`config.mk`:
```
export PLATFORM = sky130hd
export DESIGN_NAME = apd_power_ctrl
export DESIGN_NICKNAME = d
export VERILOG_FILES = /design/src/include/apd_pkg.sv /design/src/design/apd_idle_counter.sv /design/src/design/apd_power_ctrl.sv
export VERILOG_INCLUDE_DIRS = /design/src /design/src/include
export SDC_FILE = /design/constraint.sdc
export NUM_CORES = 1
export LEC_CHECK = 0
export BUFFER_PORTS_ARGS = -buffer_cell sky130_fd_sc_hd__buf_4
export CAP_MARGIN = 10
export CORE_MARGIN = 5
export CORE_UTILIZATION = 49
export DETAILED_ROUTE_END_ITERATION = 10
export PLACE_DENSITY = 0.89
export SYNTH_ARGS = -nofsm -noshare
export SYNTH_HDL_FRONTEND = slang
export SYNTH_SLANG_ARGS = --single-unit
```
`constraint.sdc`:
```
create_clock -name clk -period 2.7 [get_ports clk]
set_clock_uncertainty 0.05 [all_clocks]
set_input_delay 0.81 -clock clk [delete_from_list [all_inputs] [get_ports clk]]
set_output_delay 0.81 -clock clk [all_outputs]
set_load 0.1 [all_outputs]
```
`src/include/apd_params.svh`:
```
// Constants for the automatic power-down and reset controller.
// Assumes one 25 MHz clock; included by bare name.
`ifndef APD_PARAMS_SVH
`define APD_PARAMS_SVH
`define APD_CLK_MHZ           25
`define APD_IDLE_LIMIT        4'hf
`define APD_CNT_W             4
`define APD_REGA_TURBO_OFF    3
`define APD_REGA_AND_CLK_BLK  4
`define APD_REGA_MC_CLK_BLK   5
`define APD_REGB_A30_BLK      0
`define APD_REGB_A74_BLK      2
`define APD_REGB_CTL0_BLK     3
`define APD_REGB_CTL1_BLK     4
`define APD_REGB_CTL2_BLK     5
`define APD_REGB_STRB_BLK     6
`define APD_RECOVERY_NS       120
`define APD_RECOVERY_CYC      (`APD_RECOVERY_NS * `APD_CLK_MHZ / 1000)
`define APD_WARM_RST_NS       150
`define APD_WARM_RST_CYC      ((`APD_WARM_RST_NS * `APD_CLK_MHZ + 999) / 1000)
`define APD_PWRUP_RST_US      1000
`define APD_PWRUP_RST_CYC     (`APD_PWRUP_RST_US * `APD_CLK_MHZ)
`endif

```
`src/include/apd_pkg.sv`:
```
// Types for the automatic power-down and reset controller.
// Assumes apd_params.svh is included alongside.
package apd_pkg;
  typedef enum logic [1:0] {
    APD_ST_RESET    = 2'b00,
    APD_ST_RECOVER  = 2'b01,
    APD_ST_RUN      = 2'b10,
    APD_ST_PWRDN    = 2'b11
  } apd_state_t;
endpackage

```
`src/design/apd_idle_counter.sv`:
```
// Idle counter that watches the address strobe.
// Assumes strobe and clock qualifier synchronous to clk.
`timescale 1ns/1ps
`include "apd_params.svh"
module apd_idle_counter #(
  parameter int CNT_W = `APD_CNT_W
) (
  input  wire logic             clk,        // System clock
  input  wire logic             rst_n,      // Sync reset, low
  input  wire logic             tick,       // Logic clock edge
  input  wire logic             enable,     // Unit enabled
  input  wire logic             strobe,     // Address strobe level
  input  wire logic             polarity,   // Idle strobe level
  output logic                  expired     // Limit reached
);
  if (CNT_W != 4) begin : g_bad_width
    $error("apd_idle_counter supports four-bit count only");
  end
  logic [CNT_W-1:0] cnt_q;
  logic [CNT_W-1:0] cnt_d;
  logic             strobe_q;
  wire              toggled  = strobe != strobe_q;
  wire              at_idle  = strobe == polarity;
  wire              at_limit = cnt_q == `APD_IDLE_LIMIT;
  always_comb begin
    cnt_d = cnt_q;
    if (!enable || toggled || !at_idle) begin
      cnt_d = '0;
    end else if (tick && !at_limit) begin
      cnt_d = cnt_q + 4'h1;
    end
  end
  always_ff @(posedge clk) begin
    if (!rst_n) begin
      cnt_q    <= '0;
      strobe_q <= 1'b0;
    end else begin
      cnt_q    <= cnt_d;
      strobe_q <= strobe;
    end
  end
  assign expired = at_limit && enable && at_idle && !toggled;
endmodule

```
`src/design/apd_power_ctrl.sv`:
```
// Power-down, power gating and reset sequencing top level.
// Assumes all inputs synchronous to clk; reset_in is active high.
`timescale 1ns/1ps
`include "apd_params.svh"
module apd_power_ctrl #(
  parameter int RECOVERY_CYC = `APD_RECOVERY_CYC
) (
  input  wire logic       clk,               // 25 MHz clock
  input  wire logic       rst_n,             // Sync reset, low
  input  wire logic       reset_in,          // Device reset pin, high resets
  input  wire logic       warm,              // Reset is warm, not power-up
  input  wire logic       apd_enable,        // Auto powerdown unit enable
  input  wire logic       strobe_polarity,   // Idle strobe level
  input  wire logic       addr_strobe_in,    // Address strobe
  input  wire logic       logic_clock_in,    // Logic clock
  input  wire logic       chip_select_n,     // Chip select, low active
  input  wire logic       vcc_below_stby,    // Main below standby supply
  input  wire logic [7:0] power_ctrl_reg_a,  // Power control register A
  input  wire logic [7:0] power_ctrl_reg_b,  // Power control register B
  input  wire logic [7:0] addr_lo_in,        // Low address bus
  input  wire logic       ctrl_in_0,         // Control input 0
  input  wire logic       ctrl_in_1,         // Control input 1
  input  wire logic       ctrl_in_2,         // Control input 2
  input  wire logic       byte_enable_in,    // Byte enable
  output logic            powerdown_flag,    // Powerdown active
  output logic            bus_block,         // Bus blocked from memories
  output logic            mem_enable,        // Memories selected
  output logic            mem_standby,       // Memories in standby
  output logic            logic_turbo,       // Logic arrays full speed
  output logic            and_clk_en,        // Clock to AND array
  output logic            mc_clk_en,         // Clock to macrocells
  output logic [7:0]      and_addr,          // Address to AND array
  output logic            and_ctrl_0,        // Control 0 to AND array
  output logic            and_ctrl_1,        // Control 1 to AND array
  output logic            and_ctrl_2,        // Control 2 to AND array
  output logic            and_strobe,        // Strobe to AND array
  output logic            and_byte_en,       // Byte enable to AND array
  output logic            data_port_oe,      // Data/peripheral port drive
  output logic            addr_out_valid,    // Latched address defined
  output logic            battery_on_flag,   // SRAM on battery
  output logic            flash_read_mode,   // Flash in read mode
  output logic            in_reset,          // Device held in reset
  output logic            access_ready       // Memory access allowed
);
  // Recovery count lives in an 8-bit register
  if (RECOVERY_CYC < 1 || RECOVERY_CYC > 255) begin : g_bad_recovery
    $error("apd_power_ctrl needs RECOVERY_CYC from 1 to 255");
  end
  // ==========================================================
  // Edge detection and idle counting
  logic lclk_q;
  logic strobe_q;
  logic expired;
  wire  tick    = logic_clock_in && !lclk_q;
  wire  pulsing = addr_strobe_in != strobe_q;
  apd_idle_counter #(.CNT_W(`APD_CNT_W)) u_idle (
    .clk      (clk),
    .rst_n    (rst_n),
    .tick     (tick),
    .enable   (apd_enable),
    .strobe   (addr_strobe_in),
    .polarity (strobe_polarity),
    .expired  (expired)
  );
  // ==========================================================
  // Reset and powerdown sequencing
  apd_pkg::apd_state_t st_q;
  apd_pkg::apd_state_t st_d;
  logic [7:0]          rcv_q;
  logic [7:0]          rcv_d;
  wire  wake = pulsing || !chip_select_n;
  always_comb begin
    st_d  = st_q;
    rcv_d = rcv_q;
    case (st_q)
      apd_pkg::APD_ST_RESET: begin
        rcv_d = 8'h00;
        if (!reset_in) begin
          st_d = apd_pkg::APD_ST_RECOVER;
        end
      end
      apd_pkg::APD_ST_RECOVER: begin
        rcv_d = rcv_q + 8'h01;
        if (reset_in) begin
          st_d = apd_pkg::APD_ST_RESET;
        end else if (rcv_q >= 8'(RECOVERY_CYC - 1)) begin
          st_d = apd_pkg::APD_ST_RUN;
        end
      end
      apd_pkg::APD_ST_RUN: begin
        if (reset_in) begin
          st_d = apd_pkg::APD_ST_RESET;
        end else if (expired && chip_select_n) begin
          st_d = apd_pkg::APD_ST_PWRDN;
        end
      end
      apd_pkg::APD_ST_PWRDN: begin
        if (reset_in) begin
          st_d = apd_pkg::APD_ST_RESET;
        end else if (wake || !apd_enable) begin
          st_d = apd_pkg::APD_ST_RUN;
        end
      end
      default: st_d = apd_pkg::APD_ST_RESET;
    endcase
  end
  // ==========================================================
  // Output decode
  wire pd_d    = st_d == apd_pkg::APD_ST_PWRDN;
  wire rst_d   = st_d == apd_pkg::APD_ST_RESET || st_d == apd_pkg::APD_ST_RECOVER;
  wire run_d   = st_d == apd_pkg::APD_ST_RUN;
  wire pwrup_d = rst_d && !warm;
  wire memen_d = run_d && !chip_select_n;
  wire turbo_d = !power_ctrl_reg_a[`APD_REGA_TURBO_OFF];
  wire aclk_d  = !power_ctrl_reg_a[`APD_REGA_AND_CLK_BLK];
  wire mclk_d  = !power_ctrl_reg_a[`APD_REGA_MC_CLK_BLK];
  wire a30_ok  = !power_ctrl_reg_b[`APD_REGB_A30_BLK] && !pd_d;
  wire a74_ok  = !power_ctrl_reg_b[`APD_REGB_A74_BLK] && !pd_d;
  wire [7:0] addr_d = {addr_lo_in[7:4] & {4{a74_ok}}, addr_lo_in[3:0] & {4{a30_ok}}};
  wire c0_d  = ctrl_in_0 && !power_ctrl_reg_b[`APD_REGB_CTL0_BLK] && !pd_d;
  wire c1_d  = ctrl_in_1 && !power_ctrl_reg_b[`APD_REGB_CTL1_BLK] && !pd_d;
  wire c2_d  = ctrl_in_2 && !power_ctrl_reg_b[`APD_REGB_CTL2_BLK] && !pd_d;
  wire stb_d = addr_strobe_in && !power_ctrl_reg_b[`APD_REGB_STRB_BLK] && !pd_d;
  wire dbe_d = byte_enable_in && !power_ctrl_reg_b[`APD_REGB_CTL0_BLK] && !pd_d;
  // ==========================================================
  // Registers
  always_ff @(posedge clk) begin
    if (!rst_n) begin
      st_q     <= apd_pkg::APD_ST_RESET;
      rcv_q    <= 8'h00;
      lclk_q   <= 1'b0;
      strobe_q <= 1'b0;
    end else begin
      st_q     <= st_d;
      rcv_q    <= rcv_d;
      lclk_q   <= logic_clock_in;
      strobe_q <= addr_strobe_in;
    end
  end
  always_ff @(posedge clk) begin
    if (!rst_n) begin
      powerdown_flag  <= 1'b0;
      bus_block       <= 1'b0;
      mem_enable      <= 1'b0;
      mem_standby     <= 1'b1;
      logic_turbo     <= 1'b1;
      and_clk_en      <= 1'b1;
      mc_clk_en       <= 1'b1;
      and_addr        <= 8'h00;
      and_ctrl_0      <= 1'b0;
      and_ctrl_1      <= 1'b0;
      and_ctrl_2      <= 1'b0;
      and_strobe      <= 1'b0;
      and_byte_en     <= 1'b0;
      data_port_oe    <= 1'b0;
      addr_out_valid  <= 1'b0;
      battery_on_flag <= 1'b0;
      flash_read_mode <= 1'b1;
      in_reset        <= 1'b1;
      access_ready    <= 1'b0;
    end else begin
      powerdown_flag  <= pd_d;
      bus_block       <= pd_d;
      mem_enable      <= memen_d;
      mem_standby     <= !memen_d;
      logic_turbo     <= turbo_d;
      and_clk_en      <= aclk_d && !pwrup_d;
      mc_clk_en       <= mclk_d && !pwrup_d;
      and_addr        <= addr_d;
      and_ctrl_0      <= c0_d;
      and_ctrl_1      <= c1_d;
      and_ctrl_2      <= c2_d;
      and_strobe      <= stb_d;
      and_byte_en     <= dbe_d;
      data_port_oe    <= run_d && !chip_select_n;
      addr_out_valid  <= run_d;
      battery_on_flag <= vcc_below_stby;
      flash_read_mode <= pwrup_d ? 1'b1 : flash_read_mode;
      in_reset        <= rst_d;
      access_ready    <= !rst_d;
    end
  end
endmodule

```
==> results of run 1 <==
==> flip-flops by register name, summed over array words and instances (netlist names), 2 cells and up <==
register	count
u_idle.cnt_q	4
st_q	2
and_addr	8
rcv_q	8
==> cells by family after synthesis <==
family,Yosys count
DFF,39
and+or+nand+nor,60
AOI/OAI and AO/OA,13
other,1
adders and majority gates,3
buffers and inverters,10
xor gates and xnor gates,10
==> metal layers <==
layer  wire length (um)  part of all wire, %
met1               1230                   38
met2               1630                   50
met3                318                  9.8
met4                 62                  1.9
met5                  0                    0
==> metrics by stage <==
stage	instances	util (%)	area [um2]	hold WS (ns)
3_5_place_dp	217	66.8	1890	0.418
4_1_cts	225	69.8	1980	0.434
6_report	225	69.8	1980	0.433
2_1_floorplan	136	-	1470	0.399
3_3_place_gp	217	66.8	1890	0.407
5_1_grt	225	69.8	1980	0.498
==> worst max-delay path by stage <==
stage / end / slack [ns] / depth (start not counted)
final: data_port_oe / 0.84 / 1
after global placement: and_addr[0] / 0.78 / 6
after detailed placement: and_addr[6] / 0.78 / 6
after global routing: st_q[0] / 0.77 / 6
after floorplan: mem_enable / 0.48 / 1
after CTS: data_port_oe / 0.82 / 1
==> Yosys cell counts, drive strengths merged <==
library cell  number  share of area, %
nand3              7               2.4
ha                 3               2.5
inv                4               1.0
o21ai              2              0.93
nor2b              5               2.1
and3               3               1.4
xnor2              4               2.4
nand2b             2              0.85
nor3               2              0.68
a21oi              3               1.0
xor2               6               3.6
conb               1              0.25
nor3b             14                11
o32ai              1              0.59
nor2              12               3.1
o211ai             2               1.4
o311ai             2               1.2
a41oi              1               1.1
and2               4               1.8
nor4               2              0.85
a21boi             2               1.0
nand4              1              0.43
or2                1              0.43
dfxtp             39                53
clkbuf             1              0.25
nand2              5               1.3
buf                5               2.6
and4b              2               1.4
==> placed cells by master (no fill, tap or decap), types with 2 or more instances in the layout <==
master and instances:
a21boi_0 2, a21oi_1 3, and2_1 3, and3_1 2, and4b_1 2, buf_4 56, clkbuf_4 5, dfxtp_1 39
ha_1 3, inv_1 4, nand2_1 5, nand2b_1 2, nand3_1 7, nor2_1 12, nor2b_1 5, nor3_1 2
nor3b_1 4, nor3b_2 10, nor4_1 2, o311ai_0 2, xnor2_1 4, xor2_1 6
==> cell type report <==
cell class,count,area [um2]
inverters,4,15.0
repair buffers,56,420
clock buffers,6,51.3
clock inverters,2,35.0
multi-input cells,87,634
fillers,208,853
flip-flops and latches,39,781
well taps,31,38.8
==> where the power goes <==
| part | switching (mW) | internal (mW) | total (mW) |
|---|---|---|---|
| Sequential | 0.00683 | 0.590 | 0.597 |
| Clock | 0.187 | 0.219 | 0.406 |
| Combinational | 0.126 | 0.0612 | 0.187 |
==> metrics, run 1 <==
status=finished clean; fraction of layout cells with a size suffix above 1=40.7%; CTS Hold Bufs=0; Max Freq=0.537 GHz; FF-to-FF setup slack=1.03 ns; row count=19; crit-path max cell delay=0.36 ns; core area=2830 um2; IR drop worst, VDD=0.392 mV; HP Start=u_idle.cnt_q[1]; post-cts sizing count=0; Die H=64.8 um; synthesized cell area=1470 um2; drt wl/cell=14.4 um; antenna violations before repair=0; CP Launch Type=flip-flop; Setup violations, final=0; die area=4200 um2; Vias=1140; Sink Count=39; Worst Setup End Kind=output pin; clock-pin slew on the worst setup and hold paths=0.12 ns; GRT Max-Usage Layer=met2; 1st-pass router iterations=4; Fin. Hold Viols=0; Cells after Synth=136; first-pass GRT wire length=5.44 mm; LEAKAGE=0.865 nW; worst r2r src=rcv_q[0]; Die Wd=64.8 um; gr usage total=17.2%; PD cells=602 nW/um2; routing usage on met2=30.0%; post-route ant nets=0; Hold Path Class=reg2reg; Netlist cell types=35; setup tns final=0 ns; mean post-synth cell area=10.8 um2; nets@finish=234; CP cell instances=buf_4; type of the worst setup path=reg2out; final worst path period need=1.86 ns; required time worst endpoint=1.84 ns; crit path max fanout=2; buffers added on ports=55; vias in the first global route=1262; placer congestion estimate=0.761; largest family of logic cells by synthesized area=simple AND/OR/NAND/NOR gates; Setup Buffers After CTS=0; ant diodes=0; Clk Latency, worst-skew pair=0.35 ns; I/O Pins=64; Final HPWL DP=2.57 mm; Syn Nets=177; Worst Path Buf+Inv=1; largest net degree at the start of global routing=14; Total Routed Length=3.25 mm; CTS Buf Count=5; simple-gate portion of the synthesized area=27.1%; post-synthesis compound-gate area fraction=7.22%; Initial Util=52.1%; Max Transition Viols Final=0; Power, Total=1.19 mW; met3 Use GR=8.12%; DRC=0; grt ovf=0; RSZ-0062 raised after global routing=false; Max Cap Viol=0; Synth Area in XOR/XNOR=5.95%; dpl ws=0.781 ns; Vias/cell=5.07; met1 Use GR=17.1%; critical path's slowest cell=dfxtp_1; Largest delay share family, worst path=flip-flops; Warnings, synthesis=0; hold path cells=2; Layout Area Growth over Synthesis=34.2%; CTS tree=done; Final Cycle Share=69.0%; synthesized-area fraction occupied by adder cells=2.55%; synthesis-stage register bit count=39; worst setup path startpoint=data_port_oe; Clock Path Buffers=2; r2r worst-path depth=6; post-synthesis sequential area ratio=53.0%; mux cell area share after synthesis=0%; Final WS setup=0.837 ns; hold endpoint=u_idle.cnt_q[1]; crit path DAT=1.00 ns; H-tree levels=2; initial DRC count=27; worst reg2reg endpoint=st_q[0]; clk root buf=clkbuf_4
(Power assumes the default switching activity.)
==> run 2: changes to the inputs <==
Settings changed: CORE_UTILIZATION 49 to 41, PLACE_DENSITY 0.89 to 0.8.
Clock period 2.7 ns to 1.6 ns, I/O delays scaled along.
==> metrics, run 2 (same netlist as run 1, synthesis figures left out) <==
1st-pass router iterations=4; CP Launch Type=flip-flop; r2r worst-path depth=5; Vias=1172; status=finished clean; # placed instances=237; Switching Fraction=25.2%; crit path DAT=1.75 ns; type of the worst setup path=reg2reg; Fin. Hold Viols=0; die area=4890 um2; Clk Latency, worst-skew pair=0.35 ns; DP Area=1960 um2; grt ovf=0; largest net degree at the start of global routing=14; Internal Power=1.59 mW; Fillers=284; Sink Count=39; design area=2140 um2; crit path max fanout=3; clock-pin slew on the worst setup and hold paths=0.11 ns; CTS Hold Bufs=0; clock share of power=37.6%; Hold Path Class=in2reg; PD cells=998 nW/um2; Clock Path Buffers=2; Final Cycle Share=94.7%; Vias/cell=4.76; hold_ws=0.221 ns; Final HPWL DP=2.30 mm; FF+latch area=786 um2; antenna violations before repair=0; row count=21; Die H=69.9 um; H-tree levels=2; Worst Setup End Kind=flip-flop; gr usage total=13.3%; RSZ-0062 raised after global routing=true; Comb power frac=15.3%; Layout Area Growth over Synthesis=45.1%; critical path's slowest cell=dfxtp_2; buffers added on ports=55; nets@finish=240; area of the multi-input gates=699 um2; vias in the first global route=1218; final worst path period need=1.51 ns; CP cell instances=buf_4 -> nor4_4 -> a21boi_2 -> o32ai_2 -> nor2b_2; post-route ant nets=0; Total Routed Length=3.10 mm; clk root buf=clkbuf_4; commonest cells after routing, fill and taps aside=buf_4 (61), dfxtp_1 (35), nor2_1 (12), nor3b_2 (10), nand3_1 (7); CTS Buf Count=5; drt wl/cell=12.6 um; Max Cap Viol=0; DRC=0; initial DRC count=50; ant diodes=0; setup tns final=0 ns; LEAKAGE=0.926 nW; Max Freq=0.660 GHz; core area=3420 um2; Largest regs=and_addr: 8 flops, rcv_q: 8 flops, u_idle.cnt_q: 4 flops; first-pass GRT wire length=5.17 mm; fraction of layout cells with a size suffix above 1=47.5%; Max Transition Viols Final=0; Initial Util=43.1%; placer congestion estimate=0.785; Switching Power=0.537 mW; Die Wd=69.9 um; Util after Layout=62.6%; IR drop worst, VDD=0.658 mV; I/O Pins=64; final non-filler cell total=246; sequential power share=47.2%; Setup violations, final=0; crit-path max cell delay=0.36 ns; most common cell after layout, fill and taps aside=buf_4; CTS tree=done; required time worst endpoint=1.83 ns; hold path cells=2
run 2: cell types whose count changed in the layout (fill, tap and decap cells not counted), sizes merged:
cell	previous run	this run
clkinv	1	0
buf	56	62
bufinv	1	2
run 2: power by group through the flow:
stage	combinational [mW]	sequential, mW	clock (mW)
4_1_cts	0.324	1.01	0.827
2_1_floorplan	0.0690	1.17	0
3_5_place_dp	0.322	1.03	0
6_report	0.325	1.01	0.801
5_1_grt	0.343	1.01	0.862
3_3_place_gp	0.319	1.03	0
run 2: through the flow:
step           power (mW)  setup WS (ns)
2_1_floorplan        1.24         0.0482
3_3_place_gp         1.35         0.0122
3_5_place_dp         1.35        -0.0262
4_1_cts              2.16         0.0120
5_1_grt              2.22        -0.0304
6_report             2.13         0.0853
run 2: final cells by class:
cell class | instances | area share [%]
Multi-Input combinational cell | 87 | 32.7
Timing Repair Buffer | 62 | 22.4
Tap cell | 46 | 2.69
Clock buffer | 6 | 1.93
Inverter | 4 | 0.703
Clock inverter | 2 | 2.81
Sequential cell | 39 | 36.8
run 2: repair_timing:
action                     CTS  global route
setup endpoints to repair    2             9
setup buffers                0             1
gates cloned                 0             0
hold endpoints to repair     0             0
gates resized for setup      1            13
pin swaps                    0             4
run 2: worst paths after layout:
path	from	slack, ns	to
max reg2reg	rcv_q[1]	0.09	bus_block
max	rcv_q[1]	0.09	bus_block
min reg2reg	u_idle.cnt_q[1]	0.43	u_idle.cnt_q[1]
min	power_ctrl_reg_b[6]	0.22	and_strobe
run 2: layer usage:
metal,global-route usage (%),wire [um]
met1,12.7,1190
met4,5.11,52
met5,0,0
met3,8.61,359
met2,22.8,1500
run 2: worst max-delay path, delay by kind of cell (launching register included):
kind | cells | cell delay (ns)
AND/OR/NAND/NOR | 2 | 0.47
AO/OA/AOI/OAI | 2 | 0.44
flip-flops | 1 | 0.36
buffers and inverters | 1 | 0.15
